## config.mk

```make
export PLATFORM = sky130hd
export DESIGN_NAME = refclk_lock_and_rate_measure
export DESIGN_NICKNAME = d
export VERILOG_FILES = /design/src/include/refclk_pkg.sv /design/src/include/refclk_ifs.sv /design/src/design/refclk_lock_and_rate_measure.sv /design/src/design/pin_sync.sv /design/src/design/rate_window.sv
export SDC_FILE = /design/constraint.sdc
export NUM_CORES = 1
export LEC_CHECK = 0
export BUFFER_PORTS_ARGS = -buffer_cell sky130_fd_sc_hd__buf_2
export CAP_MARGIN = 40
export CORE_MARGIN = 1
export CORE_UTILIZATION = 60
export DETAILED_ROUTE_END_ITERATION = 10
export MAX_ROUTING_LAYER = met4
export PLACE_DENSITY = 0.78
export RECOVER_POWER = 25
export SYNTH_ARGS = -nofsm -noshare
export SYNTH_HDL_FRONTEND = slang
export SYNTH_SLANG_ARGS = --single-unit
```

## constraint.sdc

```tcl
create_clock -name clock -period 6.72 [get_ports clock]
set_input_delay 0.672 -clock clock [delete_from_list [all_inputs] [get_ports clock]]
set_output_delay 0.672 -clock clock [all_outputs]
set_load 0.05 [all_outputs]
```

## src/include/refclk_pkg.sv

```systemverilog
// Register map, field layout, reset values and timing counts of the reference clock block
package refclk_pkg;

	localparam logic [7:0] ADDR_RATE_DIV   = 8'h05;
	localparam logic [7:0] ADDR_STATUS     = 8'h06;
	localparam logic [7:0] ADDR_MEAS_CTRL  = 8'h08;
	localparam logic [7:0] ADDR_ACQ_CTRL   = 8'h09;
	localparam logic [7:0] ADDR_POWER      = 8'h0a;
	localparam logic [7:0] ADDR_LOCK_CFG   = 8'h0f;
	localparam logic [7:0] ADDR_COUNT_HIGH = 8'h10;
	localparam logic [7:0] ADDR_COUNT_MID  = 8'h11;
	localparam logic [7:0] ADDR_COUNT_LOW  = 8'h12;

	localparam int MODE_LSB      = 4;
	localparam int MODE_MSB      = 6;
	localparam int MEAS_EN_BIT   = 1;
	localparam int MEAS_RST_BIT  = 0;
	localparam int ACQ_RST_BIT   = 6;
	localparam int PDN_BIT       = 2;
	localparam int SRC_BIT       = 6;
	localparam int BAND_LSB      = 4;
	localparam int BAND_MSB      = 5;
	localparam int RATIO_LSB     = 0;
	localparam int RATIO_MSB     = 3;
	localparam int DONE_BIT      = 0;
	localparam int LOCK_LOST_BIT = 1;
	localparam int CFG_ERR_BIT   = 3;
	localparam int FULL_RATE_BIT = 6;
	localparam int DIV_LSB       = 2;
	localparam int DIV_MSB       = 5;

	localparam logic [2:0] MODE_LOCK_REF = 3'h2;
	localparam logic [2:0] MODE_RESET    = 3'h0;
	localparam logic       PDN_RESET     = 1'b1;
	localparam logic [1:0] BAND_RESET    = 2'h0;
	localparam logic [3:0] RATIO_RESET   = 4'h0;
	localparam logic [3:0] RATIO_MAX     = 4'ha;

	localparam int COUNT_W         = 24;
	localparam int WIN_BASE_LOG    = 11;
	localparam int WIN_CNT_W       = WIN_BASE_LOG + 4;
	localparam int LOCK_TARGET_LOG = 10;
	localparam int TOL_LOSE_SHIFT  = 10;
	localparam int TOL_GAIN_SHIFT  = 12;
	localparam int SYNC_W          = 4;

	typedef enum logic [2:0] {
		LK_OFF     = 3'b001,
		LK_ACQUIRE = 3'b010,
		LK_TRACK   = 3'b100
	} lock_state_t;

endpackage : refclk_pkg

```

## src/include/refclk_ifs.sv

```systemverilog
// Interfaces joining the reference clock block to its synchroniser and counting window
`timescale 1ns/1ps
`default_nettype none

interface edge_if #(parameter int N = 4);
	logic [N-1:0] level;
	logic [N-1:0] rise;
	modport src (output level, output rise);
	modport dst (input level, input rise);
endinterface : edge_if

interface window_if;
	import refclk_pkg::*;
	logic               start;
	logic [1:0]         band;
	logic               ref_pulse;
	logic               a_pulse;
	logic               b_pulse;
	logic [COUNT_W-1:0] count_a;
	logic [COUNT_W-1:0] count_b;
	logic               busy;
	logic               done;
	modport ctrl (output start, output band, output ref_pulse, output a_pulse, output b_pulse,
		input count_a, input count_b, input busy, input done);
	modport win (input start, input band, input ref_pulse, input a_pulse, input b_pulse,
		output count_a, output count_b, output busy, output done);
endinterface : window_if

`default_nettype wire

```

## src/design/refclk_lock_and_rate_measure.sv

```systemverilog
// Reference clock lock control and fine data-rate measurement with register port
`timescale 1ns/1ps
`default_nettype none

module refclk_lock_and_rate_measure
	import refclk_pkg::*;
(
	input  wire logic       clock,
	input  wire logic       rst,
	input  wire logic       reg_wr,
	input  wire logic       reg_rd,
	input  wire logic [7:0] reg_addr,
	input  wire logic [7:0] reg_wdata,
	output logic      [7:0] reg_rdata,
	input  wire logic       ref_in_pos,
	input  wire logic       ref_in_neg,
	input  wire logic       data_edge_in,
	input  wire logic       osc_edge_in,
	input  wire logic       core_lock_lost,
	input  wire logic       full_rate_flag,
	input  wire logic [3:0] rate_divider_field,
	output logic            lock_lost_out,
	output logic            ref_buffer_enable,
	output logic            ref_lock_mode,
	output logic            osc_adjust_up,
	output logic            osc_adjust_down,
	output logic            measure_active
);

	localparam int REF_POS  = 0;
	localparam int REF_NEG  = 1;
	localparam int DATA_PIN = 2;
	localparam int OSC_PIN  = 3;

	// Register fields
	logic [2:0]         recovery_mode_sel;
	logic               measure_enable;
	logic               measure_restart;
	logic               acquire_restart;
	logic               ref_buffer_powerdown;
	logic               lock_check_source;
	logic [1:0]         ref_band_sel;
	logic [3:0]         lock_ratio_code;
	logic               measure_done;
	logic [COUNT_W-1:0] measure_count;

	// Derived controls
	logic               lock_mode_on;
	logic               meas_mode_on;
	logic               ratio_valid;
	logic               meas_restart_evt;
	logic               acq_restart_evt;
	logic               wr_meas_ctrl;
	logic               wr_acq_ctrl;
	logic               ref_pulse;
	logic [COUNT_W-1:0] lock_target;
	logic [COUNT_W-1:0] compare_ref;
	logic [COUNT_W-1:0] osc_count;
	logic [COUNT_W-1:0] err_mag;
	logic               osc_slow;
	logic               within_gain;
	logic               beyond_lose;
	logic               meas_running;
	logic               lock_start;
	logic               meas_start;
	lock_state_t        lock_state;
	lock_state_t        next_lock_state;
	logic [7:0]         next_rdata;

	edge_if #(.N(SYNC_W)) pin_edges ();
	window_if             win ();

	pin_sync #(
		.N(SYNC_W)
	) u_pin_sync (
		.clock (clock),
		.rst   (rst),
		.pins  ({osc_edge_in, data_edge_in, ref_in_neg, ref_in_pos}),
		.sync  (pin_edges.src)
	);

	rate_window u_rate_window (
		.clock (clock),
		.rst   (rst),
		.w     (win.win)
	);

	assign wr_meas_ctrl = reg_wr && (reg_addr == ADDR_MEAS_CTRL);
	assign wr_acq_ctrl  = reg_wr && (reg_addr == ADDR_ACQ_CTRL);

	// Restarts act on the high-to-low write that completes the pulse
	assign meas_restart_evt = wr_meas_ctrl && measure_restart && !reg_wdata[MEAS_RST_BIT];
	assign acq_restart_evt  = wr_acq_ctrl && acquire_restart && !reg_wdata[ACQ_RST_BIT];

	assign lock_mode_on = (recovery_mode_sel == MODE_LOCK_REF) && !ref_buffer_powerdown;
	// Lock-to-reference wins if software breaks the exclusivity
	assign meas_mode_on = measure_enable && !ref_buffer_powerdown
		&& (recovery_mode_sel != MODE_LOCK_REF);
	assign ratio_valid  = (lock_ratio_code <= RATIO_MAX);

	// Differential buffer: a reference edge needs the pair apart and the buffer powered
	assign ref_pulse = pin_edges.rise[REF_POS] && !pin_edges.level[REF_NEG]
		&& !ref_buffer_powerdown;

	// At band 0 one window holds 2^11 divided-reference periods, so the oscillator aims at 2^(10+n)
	assign lock_target = COUNT_W'(1) << (LOCK_TARGET_LOG + int'(lock_ratio_code));
	assign osc_count   = win.count_b;
	assign compare_ref = (lock_check_source && lock_state == LK_TRACK)
		? win.count_a : lock_target;
	assign osc_slow    = osc_count < compare_ref;
	assign err_mag     = osc_slow ? (compare_ref - osc_count) : (osc_count - compare_ref);
	// Shift thresholds approximate 1000 and 250 ppm with power-of-two divisions
	assign beyond_lose = err_mag > (compare_ref >> TOL_LOSE_SHIFT);
	assign within_gain = err_mag <= (compare_ref >> TOL_GAIN_SHIFT);

	assign lock_start = lock_mode_on && (acq_restart_evt || lock_state == LK_OFF
		|| (win.done && lock_state != LK_OFF) || (!win.busy && !win.done));
	assign meas_start = meas_mode_on && meas_restart_evt;
	assign meas_running = meas_mode_on && win.busy;

	assign win.start     = lock_start || meas_start;
	assign win.band      = ref_band_sel;
	assign win.ref_pulse = ref_pulse;
	assign win.a_pulse   = pin_edges.rise[DATA_PIN];
	assign win.b_pulse   = pin_edges.rise[OSC_PIN];

	// Control register fields
	always_ff @(posedge clock) begin
		if (rst) begin
			recovery_mode_sel <= MODE_RESET;
			measure_enable    <= 1'b0;
			measure_restart   <= 1'b0;
		end else if (wr_meas_ctrl) begin
			recovery_mode_sel <= reg_wdata[MODE_MSB:MODE_LSB];
			measure_enable    <= reg_wdata[MEAS_EN_BIT];
			measure_restart   <= reg_wdata[MEAS_RST_BIT];
		end
	end

	always_ff @(posedge clock) begin
		if (rst) begin
			acquire_restart <= 1'b0;
		end else if (wr_acq_ctrl) begin
			acquire_restart <= reg_wdata[ACQ_RST_BIT];
		end
	end

	always_ff @(posedge clock) begin
		if (rst) begin
			ref_buffer_powerdown <= PDN_RESET;
		end else if (reg_wr && reg_addr == ADDR_POWER) begin
			ref_buffer_powerdown <= reg_wdata[PDN_BIT];
		end
	end

	always_ff @(posedge clock) begin
		if (rst) begin
			lock_check_source <= 1'b0;
			ref_band_sel      <= BAND_RESET;
			lock_ratio_code   <= RATIO_RESET;
		end else if (reg_wr && reg_addr == ADDR_LOCK_CFG) begin
			lock_check_source <= reg_wdata[SRC_BIT];
			ref_band_sel      <= reg_wdata[BAND_MSB:BAND_LSB];
			lock_ratio_code   <= reg_wdata[RATIO_MSB:RATIO_LSB];
		end
	end

	// Completion flag; window end wins, a restart in that cycle would restart the window anyway
	always_ff @(posedge clock) begin
		if (rst) begin
			measure_done <= 1'b0;
		end else if (meas_mode_on && win.done) begin
			measure_done <= 1'b1;
		end else if (meas_restart_evt) begin
			measure_done <= 1'b0;
		end
	end

	// Result bytes change only when a window completes
	always_ff @(posedge clock) begin
		if (rst) begin
			measure_count <= '0;
		end else if (meas_mode_on && win.done) begin
			measure_count <= win.count_a;
		end
	end

	// Lock state machine
	always_comb begin
		next_lock_state = lock_state;
		unique case (lock_state)
			LK_OFF: begin
				if (lock_mode_on) begin
					next_lock_state = LK_ACQUIRE;
				end
			end
			LK_ACQUIRE: begin
				if (!lock_mode_on) begin
					next_lock_state = LK_OFF;
				end else if (acq_restart_evt) begin
					next_lock_state = LK_ACQUIRE;
				end else if (win.done && ratio_valid && within_gain) begin
					next_lock_state = LK_TRACK;
				end
			end
			LK_TRACK: begin
				if (!lock_mode_on) begin
					next_lock_state = LK_OFF;
				end else if (acq_restart_evt) begin
					next_lock_state = LK_ACQUIRE;
				end else if (win.done && beyond_lose) begin
					next_lock_state = LK_ACQUIRE;
				end
			end
			default: begin
				next_lock_state = LK_OFF;
			end
		endcase
	end

	always_ff @(posedge clock) begin
		if (rst) begin
			lock_state <= LK_OFF;
		end else begin
			lock_state <= next_lock_state;
		end
	end

	// Frequency loop steps only while acquiring; tracking leaves the output clock steady
	always_ff @(posedge clock) begin
		if (rst) begin
			osc_adjust_up   <= 1'b0;
			osc_adjust_down <= 1'b0;
		end else begin
			osc_adjust_up   <= 1'b0;
			osc_adjust_down <= 1'b0;
			if (lock_mode_on && lock_state == LK_ACQUIRE && win.done && ratio_valid
				&& !within_gain) begin
				osc_adjust_up   <= osc_slow;
				osc_adjust_down <= !osc_slow;
			end
		end
	end

	// Pin outputs, one register each
	always_ff @(posedge clock) begin
		if (rst) begin
			lock_lost_out <= 1'b1;
		end else begin
			lock_lost_out <= lock_mode_on ? (next_lock_state != LK_TRACK)
				: core_lock_lost;
		end
	end

	always_ff @(posedge clock) begin
		if (rst) begin
			ref_buffer_enable <= 1'b0;
		end else begin
			ref_buffer_enable <= !ref_buffer_powerdown;
		end
	end

	always_ff @(posedge clock) begin
		if (rst) begin
			ref_lock_mode <= 1'b0;
		end else begin
			ref_lock_mode <= lock_mode_on;
		end
	end

	always_ff @(posedge clock) begin
		if (rst) begin
			measure_active <= 1'b0;
		end else begin
			measure_active <= meas_running;
		end
	end

	// Register readback, unmapped addresses read zero
	always_comb begin
		next_rdata = 8'h00;
		unique case (reg_addr)
			ADDR_RATE_DIV: begin
				next_rdata[FULL_RATE_BIT]    = full_rate_flag;
				next_rdata[DIV_MSB:DIV_LSB] = rate_divider_field;
			end
			ADDR_STATUS: begin
				next_rdata[DONE_BIT]      = measure_done;
				next_rdata[LOCK_LOST_BIT] = lock_lost_out;
				next_rdata[CFG_ERR_BIT]   = !ratio_valid;
			end
			ADDR_MEAS_CTRL: begin
				next_rdata[MODE_MSB:MODE_LSB] = recovery_mode_sel;
				next_rdata[MEAS_EN_BIT]       = measure_enable;
				next_rdata[MEAS_RST_BIT]      = measure_restart;
			end
			ADDR_ACQ_CTRL: begin
				next_rdata[ACQ_RST_BIT] = acquire_restart;
			end
			ADDR_POWER: begin
				next_rdata[PDN_BIT] = ref_buffer_powerdown;
			end
			ADDR_LOCK_CFG: begin
				next_rdata[SRC_BIT]             = lock_check_source;
				next_rdata[BAND_MSB:BAND_LSB]   = ref_band_sel;
				next_rdata[RATIO_MSB:RATIO_LSB] = lock_ratio_code;
			end
			ADDR_COUNT_HIGH: next_rdata = measure_count[23:16];
			ADDR_COUNT_MID:  next_rdata = measure_count[15:8];
			ADDR_COUNT_LOW:  next_rdata = measure_count[7:0];
			default:         next_rdata = 8'h00;
		endcase
	end

	always_ff @(posedge clock) begin
		if (rst) begin
			reg_rdata <= 8'h00;
		end else if (reg_rd) begin
			reg_rdata <= next_rdata;
		end
	end

endmodule : refclk_lock_and_rate_measure

`default_nettype wire

```

## src/design/pin_sync.sv

```systemverilog
// Two-stage synchroniser with rising-edge detect for the pin inputs
`timescale 1ns/1ps
`default_nettype none

module pin_sync #(
	parameter int N = 4
) (
	input  wire logic         clock,
	input  wire logic         rst,
	input  wire logic [N-1:0] pins,
	edge_if.src               sync
);

	logic [N-1:0] stage1;
	logic [N-1:0] stage2;
	logic [N-1:0] stage3;

	// Stage one feeds stage two only; edges come from stages two and three
	always_ff @(posedge clock) begin
		if (rst) begin
			stage1 <= '0;
			stage2 <= '0;
			stage3 <= '0;
		end else begin
			stage1 <= pins;
			stage2 <= stage1;
			stage3 <= stage2;
		end
	end

	assign sync.level = stage2;
	assign sync.rise  = stage2 & ~stage3;

endmodule : pin_sync

`default_nettype wire

```

## src/design/rate_window.sv

```systemverilog
// Counting window of 2^(11+band) reference edges over two event streams
`timescale 1ns/1ps
`default_nettype none

module rate_window
	import refclk_pkg::*;
(
	input  wire logic clock,
	input  wire logic rst,
	window_if.win     w
);

	logic [WIN_CNT_W-1:0] ref_count;
	logic [WIN_CNT_W-1:0] last_ref;
	logic                 busy;
	logic                 done;
	logic [COUNT_W-1:0]   count_a;
	logic [COUNT_W-1:0]   count_b;

	assign last_ref = (WIN_CNT_W'(1) << (WIN_BASE_LOG + int'(w.band))) - WIN_CNT_W'(1);

	always_ff @(posedge clock) begin
		if (rst) begin
			busy      <= 1'b0;
			done      <= 1'b0;
			ref_count <= '0;
			count_a   <= '0;
			count_b   <= '0;
		end else begin
			done <= 1'b0;
			if (w.start) begin
				busy      <= 1'b1;
				ref_count <= '0;
				count_a   <= '0;
				count_b   <= '0;
			end else if (busy) begin
				count_a <= count_a + COUNT_W'(w.a_pulse);
				count_b <= count_b + COUNT_W'(w.b_pulse);
				if (w.ref_pulse) begin
					ref_count <= ref_count + WIN_CNT_W'(1);
					if (ref_count == last_ref) begin
						busy <= 1'b0;
						done <= 1'b1;
					end
				end
			end
		end
	end

	assign w.busy    = busy;
	assign w.done    = done;
	assign w.count_a = count_a;
	assign w.count_b = count_b;

endmodule : rate_window

`default_nettype wire

```

==> results.md, run 1 <==
* Status: finished, final reports clean
* Dpl cells at 1349
* ANT cells at 0
* Max-slew violations at 0
* Maximum VDD drop at 0.1678 mV
* Static Leakage at 4.010 nW
* Max Clk Rate at 0.1576 GHz
* Worst r2r path cells at 26
* CTS Buf Count at 17
* Area Growth Syn to Fin at 10.59%
* Die width at 124.9 µm
* Hold Crit Start: u_pin_sync.stage1[2]
* DR WL/cell at 17.66 µm
* Vias in the first global route at 8259
* Avg Inst Size Synth at 7.812 µm²
* Critical R2R Launch: lock_check_source
* CP Buf/Inv Count at 0
* CP Launch Type: flip-flop
* Core Rows at 44
* Clock Sinks at 132
* Cell Area, Synth at 9062 µm²
* Worst Hold End: u_pin_sync.sync.level[2]
* Crit Reg-Reg Endpoint: lock_lost_out
* Asr flop ratio synth at 0%
* Most frequent cells in the layout: 132 x dfxtp_1, 131 x nand2_1, 122 x nor2_1, 97 x a21oi_1, 78 x ha_1
* Clock latency on the worst-skew pair at 0.42 ns
* Final-report hold violation count at 0
* Layout cells sized above 1 at 8.278%
* Worst stage delay on the critical path at 0.51 ns
* Crit path DAT at 6.62 ns
* PortBufs at 42
* Required time of the critical path at 7.00 ns
* DRC Markers at 0
* Max Cap Viol at 0
* Post-CTS setup buffers at 0
* PwrDens at 177.8 nW/µm²
* Main synth FF type: dfxtp_1
* CTS tree: done
* Hold Path Depth at 1
* Antenna violations before repair at 0
* Reg2reg setup slack at 0.38 ns
* Setup_tns at 0 ns
* Hold Path Class: reg2reg
* Crit path time final at 6.343 ns
* Synth Warn # at 0
* Dpl hpwl at 18400 µm
* FF+latch count, synth at 132
* Clk_skew at 0.006266 ns
* CP Capture Type: flip-flop
* Initial DRC Count at 703
* Routability cong. at 0.9677
* RSZ-0062 raised after global routing: no
* Total wire length at 24380 µm
* Global-route wire length before repair at 40150 µm
* Family with the most delay on the worst path: compound AO/OA/AOI/OAI gates
* Least-Margin Pin Slew at 1.363 ns
* Congestion Overflow GR at 0
* CP Max Fanout at 13
* IO Count at 44
* Starting Density at 61.88%
* Die Y-Extent at 124.9 µm
* DR pass1 iterations at 6
* Commonest non-fill, non-tap cell in the layout: dfxtp_1
* Antenna viol nets, final at 0
* Tightest slew margin relative to the limit at 9.126%
* Post-Syn Instances at 1160
* Critical path class: reg2reg
* Unique masters post-synth at 80
* Die Area at 15600 µm²
* Clock root buffer: clkbuf_16
* Core area at 14640 µm²
* Final Instance Count excl. Fillers at 1380
* Fill cells at 1228
* Slowest CP cell: or4_1
* Hold-fix buffers, CTS at 0
* Clock buffer depth at 2
* Post-synthesis sequential area ratio at 29.16%
* Pin count of the biggest net entering global routing at 43
* Crit share post-route at 94.39%
* DR vias at 8508
* Tot GR Track Use at 33.06%
* Final #Nets at 1294
* Clk slew on worst S/H paths at 0.06 ns
* Number of setup violations in the final report at 0
* EDFF count, synth at 0
* DR vias/cell at 6.165
* H-tree lvl count at 4
cell usage after synthesis, types with 4 or more instances:
library cell  number  area share, %
a22oi_1           12           0.99
nor2_1           122            5.1
o21ai_0           36            2.0
nor3b_1            7           0.58
or4_1              4           0.33
nor2b_1           26            1.8
xor2_1            40            3.9
o21a_1            10           0.83
nor4_1             4           0.28
o21bai_1           9           0.75
a21o_1            16            1.3
a22o_1            13            1.3
o221ai_1           4           0.39
a31oi_1           12           0.83
nor3_1            22            1.2
dfxtp_1          132             29
nand4_1           29            2.0
nand2_1          131            5.4
a211oi_1           9           0.75
buf_1              4           0.17
o211ai_1           8           0.66
buf_2              8           0.44
a211o_1            5           0.48
ha_1              78             11
a222oi_1           4           0.44
clkbuf_1          43            1.8
xnor2_1           41            4.0
mux2i_1           24            2.7
nand2b_1          13           0.90
and3_1            12           0.83
a21oi_1           97            5.4
and2_1             9           0.62
nand3_1           45            2.5
inv_1             63            2.6
worst max path at each step:
stage / startpoint / to / cells after the start / slack, ns
floorplan: lock_state[0] / lock_lost_out / 29 / 1.04
global placement: lock_check_source / lock_lost_out / 26 / 0.60
detailed placement: lock_check_source / lock_lost_out / 26 / 0.42
CTS: lock_check_source / lock_lost_out / 26 / 0.30
global route: lock_check_source / lock_lost_out / 26 / 0.08
finish: lock_check_source / lock_lost_out / 26 / 0.38
repair_timing:
| action | in CTS | in global routing |
|---|---|---|
| resized for setup | 0 | 5 |
| hold endpoints to repair | 0 | 0 |
| setup endpoints to repair | 0 | 2 |
final cells by class:
type	count	area (µm²)	area share [%]
Timing Repair Buffer	61	332.8	3.321
Clock buffer	18	429.2	4.282
Multi-Input combinational cell	909	5989	59.76
Clock inverter	13	161.4	1.610
Inverter	63	236.5	2.360
Tap cell	184	230.2	2.297
Sequential cell	132	2643	26.37
sequential cells by signal, summed over array words and instances, names as in the netlist, 4 cells and up:
| signal | flops |
|---|---|
| reg_rdata | 8 |
| measure_count | 24 |
| u_rate_window.w.count_a | 24 |
| lock_ratio_code | 4 |
| u_rate_window.w.count_b | 24 |
| u_pin_sync.stage1 | 4 |
| u_pin_sync.sync.level | 4 |
| u_rate_window.ref_count | 15 |
per-layer routing:
layer  GRT usage, %  vias to the layer above  part of all wire [%]
met5              -                        -                     0
met1          39.35                     3994                    43
met4          16.07                        0                   4.5
met2          53.90                      317                    46
met3          6.100                       71                   5.9
li1               -                     4126                     -
cells by family (layout without fill, tap and decap cells):
group,count (synthesis),count (layout),synth area share [%]
other cells,1,2,0.04138
buf+inv,120,155,5.205
mux,24,24,2.651
flops,132,132,29.16
fa+ha+maj,80,80,11.21
xor+xnor,81,81,7.828
simple gates,447,447,23.79
compound gates,275,275,20.12
per-stage QoR:
step,hold slack [ns],utilization (%),setup WS (ns),instance area (µm²),power (W)
final,0.4397,68.44,0.3767,10020,0.001782
after global routing,0.4684,68.44,0.07895,10020,0.001833
after CTS,0.4466,68.60,0.3002,10050,0.001791
after detailed placement,0.4337,64.57,0.4191,9455,0.0008736
after global placement,0.4160,64.30,0.5996,9417,0.0008705
after floorplan,0.4138,-,1.037,9066,0.0008505
power breakdown:
group	switching, W	internal, W
clock network	0.000347	0.000579
registers	0.00000223	0.000788
logic	0.0000452	0.0000201
Power figures use the tool's default switching activity.
==> inputs of run 2 (changes only) <==
Settings changed: REMOVE_ABC_BUFFERS set to 1.
==> results.md, run 2 (same netlist as run 1, synthesis figures left out) <==
* Die width at 124.9 µm
* Clock latency on the worst-skew pair at 0.43 ns
* DRC Markers at 2
* Top flop regs: measure_count (24), u_rate_window.w.count_a (24), u_rate_window.w.count_b (24)
* DR vias at 8421
* H-tree lvl count at 4
* Core area at 14640 µm²
* Commonest non-fill, non-tap cell in the layout: dfxtp_1
* CP Launch Type: flip-flop
* Total wire length at 23870 µm
* Routability cong. at 0.9887
* CP startpoint: lock_state[0]
* Final-report hold violation count at 0
* Global-route wire length before repair at 38730 µm
* Clock buffer depth at 2
* Tot GR Track Use at 31.84%
* RSZ-0062 raised after global routing: no
* Required time of the critical path at 7.02 ns
* Critical path class: reg2reg
* Final #Nets at 1291
* Resize count post-CTS at 0
* Failing checks: DRC, capacitance limit, slew limit
* Max Clk Rate at 0.1618 GHz
* Dpl hpwl at 17720 µm
* Layout cells sized above 1 at 8.040%
* Initial DRC Count at 785
* Antenna violations before repair at 1
* DR pass1 iterations at 11
* Crit path DAT at 6.48 ns
* CTS tree: done
* Post-CTS setup buffers at 0
* Static Leakage at 4.023 nW
* Clk_skew at 0.008803 ns
* Pin count of the biggest net entering global routing at 64
* PortBufs at 42
* Most used cell, CP: a21oi_1
* Crit path time final at 6.181 ns
* Tightest slew margin relative to the limit at -81.46%
* Max Cap Viol at 1
* DP Worst Slack at 0.6745 ns
* Area Growth Syn to Fin at 10.70%
* Least-Margin Pin Slew at 2.722 ns
* Final setup margin at 0.5386 ns
* Clock Sinks at 132
* CTS Buf Count at 17
* Congestion Overflow GR at 0
* DR vias/cell at 6.107
* Number of setup violations in the final report at 0
* Die Area at 15600 µm²
* CP Capture Type: flip-flop
* Max-slew violations at 64
* Starting Density at 61.88%
* Fill cells at 1224
* Status: finished with violations
* Antenna viol nets, final at 0
* Die Y-Extent at 124.9 µm
* Maximum VDD drop at 0.2400 mV
* Hold-fix buffers, CTS at 0
* Clk slew on worst S/H paths at 0.06 ns
* Crit share post-route at 91.98%
* Most frequent cells in the layout: 132 x dfxtp_1, 131 x nand2_1, 122 x nor2_1, 97 x a21oi_1, 78 x ha_1
* PwrDens at 187.1 nW/µm²
* Core Rows at 44
* IO Count at 44
* Hold Crit Start: u_pin_sync.stage1[0]
* CP Max Fanout at 28
* Slowest CP cell: ha_1
* Vias in the first global route at 7721
* Worst stage delay on the critical path at 0.44 ns
* Clock root buffer: clkbuf_16
* Fin Hold WS at 0.4373 ns
* Hold Path Class: reg2reg
* Critical R2R Launch: lock_state[0]
* DR WL/cell at 17.31 µm
[run 2: area by class of cell]
cell class / count / area (µm²) / area share, %
Antenna cell: 1 / 2.502 / 0.02494
Tap cell: 184 / 230.2 / 2.295
Clock inverter: 13 / 195.2 / 1.946
Inverter: 63 / 236.5 / 2.357
Timing Repair Buffer: 58 / 312.8 / 3.118
Sequential cell: 132 / 2643 / 26.34
Clock buffer: 19 / 442.9 / 4.415
Multi-Input combinational cell: 909 / 5969 / 59.50
[run 2: path summary, 6_finish.rpt]
path | to | slack [ns] | cells past startpoint
max reg2reg | lock_lost_out | 0.54 | 28
min reg2reg | u_pin_sync.sync.level[0] | 0.44 | 1
max | lock_lost_out | 0.54 | 28
min | u_pin_sync.sync.level[0] | 0.44 | 1
[run 2: through the flow]
step                instances   power, W  setup TNS (ns)  cell area [µm²]  utilization [%]
floorplan                1104  0.0008401          -2.245             8831                -
global placement         1345  0.0008699               0             9402            64.20
detailed placement       1346  0.0008707               0             9413            64.28
CTS                      1378   0.001883               0            10050            68.63
global route             1379   0.001922               0            10030            68.51
finish                   1379   0.001877               0            10030            68.51
[run 2: routing by layer]
metal  part of all wire, %  routed length (µm)  track usage, %  up-vias
met5                     0                   0               -        -
met1                    48               11340           42.46     4014
met4                   2.0                 486           9.326        0
li1                      -                   -               -     4123
met3                   5.9                1400           6.787       34
met2                    45               10640           48.38      250
[run 2: power by group]
part | leakage (nW) | switching, W | internal [W]
sequential | 1.07 | 0.00000215 | 0.000788
combinational | 2.66 | 0.0000434 | 0.0000204
clock | 0.302 | 0.000387 | 0.000637
total | 4.02 | 0.000432 | 0.00145
[run 2: worst max-delay path: cells and delay by family (launching register included)]
| kind | cells | cell delay, ns |
|---|---|---|
| fa+ha+maj | 2 | 0.66 |
| flops | 1 | 0.37 |
| buf+inv | 5 | 1.01 |
| simple gates | 6 | 1.36 |
| xor+xnor | 1 | 0.21 |
| compound gates | 14 | 2.43 |
==> inputs of run 3 (changes only) <==
Settings changed: CORE_UTILIZATION 60 to 40, PLACE_DENSITY 0.78 to not set.
==> results.md, run 3 (same netlist as run 1, synthesis figures left out) <==
* Crit Reg-Reg Endpoint: lock_lost_out
* DRC Markers at 0
* CTS tree: done
* Final #Nets at 1291
* Worst stage delay on the critical path at 0.51 ns
* Slowest CP cell: or4_1
* Worst Hold End: u_pin_sync.sync.level[2]
* DP Worst Slack at 0.4242 ns
* DR pass1 iterations at 6
* Reg2reg setup slack at 0.48 ns
* Core area at 22030 µm²
* Congestion Overflow GR at 0
* Tot GR Track Use at 22.67%
* Dpl cells at 1442
* CP Capture Type: flip-flop
* Post-CTS setup buffers at 0
* Routability cong. at 0.8918
* Layout cells sized above 1 at 8.291%
* Most used cell, CP: o21ai_0
* Crit share post-route at 92.81%
* Clock latency on the worst-skew pair at 0.44 ns
* Die Y-Extent at 152.5 µm
* Least-Margin Pin Slew at 2.448 ns
* Most frequent cells in the layout: 132 x dfxtp_1, 131 x nand2_1, 122 x nor2_1, 97 x a21oi_1, 78 x ha_1
* Starting Density at 41.14%
* ANT cells at 0
* Clock buffer depth at 2
* Clock Sinks at 132
* Required time of the critical path at 7.02 ns
* Clock root buffer: clkbuf_16
* Max Cap Viol at 1
* Register area at 2643 µm²
* DR vias/cell at 5.562
* Max-slew violations at 53
* CP Launch Type: flip-flop
* Commonest non-fill, non-tap cell in the layout: dfxtp_1
* Global-route wire length before repair at 40940 µm
* Critical R2R Launch: lock_state[0]
* Pin count of the biggest net entering global routing at 53
* Clk slew on worst S/H paths at 0.07 ns
* Failing checks: capacitance limit, slew limit
* Final-report hold violation count at 0
* CTS Buf Count at 17
* Core Rows at 54
* Hold Path Depth at 1
* Number of setup violations in the final report at 0
* Total wire length at 24940 µm
* PortBufs at 42
* Max Clk Rate at 0.1603 GHz
* Maximum VDD drop at 0.2017 mV
* Tightest slew margin relative to the limit at -63.20%
* Worst r2r path cells at 26
* Area Growth Syn to Fin at 12.34%
* PwrDens at 184.5 nW/µm²
* Vias in the first global route at 7830
* Multi-input logic area at 5995 µm²
* Crit path time final at 6.237 ns
* Top flop regs: measure_count (24), u_rate_window.w.count_a (24), u_rate_window.w.count_b (24)
* CP Max Fanout at 12
* RSZ-0062 raised after global routing: no
* Initial DRC Count at 475
* Status: finished with violations
* Dpl hpwl at 19220 µm
* Final Instance Count excl. Fillers at 1474
* DR vias at 8198
* H-tree lvl count at 4
* Static Leakage at 4.037 nW
* Final setup margin at 0.4834 ns
* Critical path class: reg2reg
* DR WL/cell at 16.92 µm
* Die Area at 23260 µm²
* Hold Crit Start: u_pin_sync.stage1[2]
* Antenna violations before repair at 0
* Hold Path Class: reg2reg
* Crit path DAT at 6.54 ns
* IO Count at 44
* Clk_skew at 0.01784 ns
* Die width at 152.5 µm
* Fill cells at 2237
* Antenna viol nets, final at 0
-- run 3: cell types whose count changed in the layout (fill, tap and decap cells not counted), sizes merged --
cell | previous run | this run
clkinvlp | 3 | 1
bufinv | 4 | 3
clkinv | 1 | 2
buf | 43 | 41
inv | 68 | 72
diode | 1 | 0
-- run 3: worst max-delay path: cells and delay by family (launching register included) --
kind | cells | cell delay, ns
flops | 1 | 0.38
fa+ha+maj | 3 | 0.90
xor+xnor | 1 | 0.20
compound gates | 13 | 2.51
simple gates | 9 | 2.11
-- run 3: what timing repair did --
item	CTS	global route
setup endpoints to repair	0	3
hold buffers	0	0
gates resized for setup	0	5
-- run 3: per-layer routing --
layer / global-route usage (%) / share of wire (%) / vias to the layer above
li1: - / - / 4139
met1: 29.89 / 49 / 3866
met2: 35.97 / 46 / 164
met3: 3.413 / 4.0 / 29
met4: 6.397 / 1.4 / 0
met5: - / 0 / -
-- run 3: metrics by stage --
step	TNS [ns]	utilization [%]	instance area [µm²]	hold WS [ns]	total power, W
final	0	46.22	10180	0.4414	0.001878
after global routing	0	46.22	10180	0.4436	0.001939
after CTS	0	46.22	10180	0.4421	0.001897
after detailed placement	0	43.33	9543	0.4239	0.0008742
after global placement	0	43.13	9499	0.4156	0.0008725
after floorplan	-2.245	-	8831	0.4138	0.0008401
-- run 3: cell type report --
cell class | count | share of cell area [%]
multi-input cells | 909 | 58.88
flip-flops and latches | 132 | 25.96
clock buffers | 17 | 4.178
well taps | 280 | 3.441
repair buffers | 58 | 3.146
inverters | 63 | 2.323
clock inverters | 15 | 2.077
-- run 3: worst max-delay path by stage --
stage / from / slack (ns) / depth (start not counted) / to
floorplan: lock_state[1] / -0.58 / 26 / lock_lost_out
global placement: lock_state[0] / 0.58 / 26 / lock_lost_out
detailed placement: lock_state[0] / 0.42 / 26 / lock_lost_out
CTS: lock_state[0] / 0.40 / 26 / lock_lost_out
global route: lock_state[0] / 0.06 / 26 / lock_lost_out
finish: lock_state[0] / 0.48 / 26 / lock_lost_out
-- run 3: power breakdown --
part	leakage, nW	internal, W	switching, W	total [W]
clock	0.310	0.000603	0.000419	0.00102
combinational	2.66	0.0000213	0.0000453	0.0000666
sequential	1.07	0.000787	0.00000195	0.000789
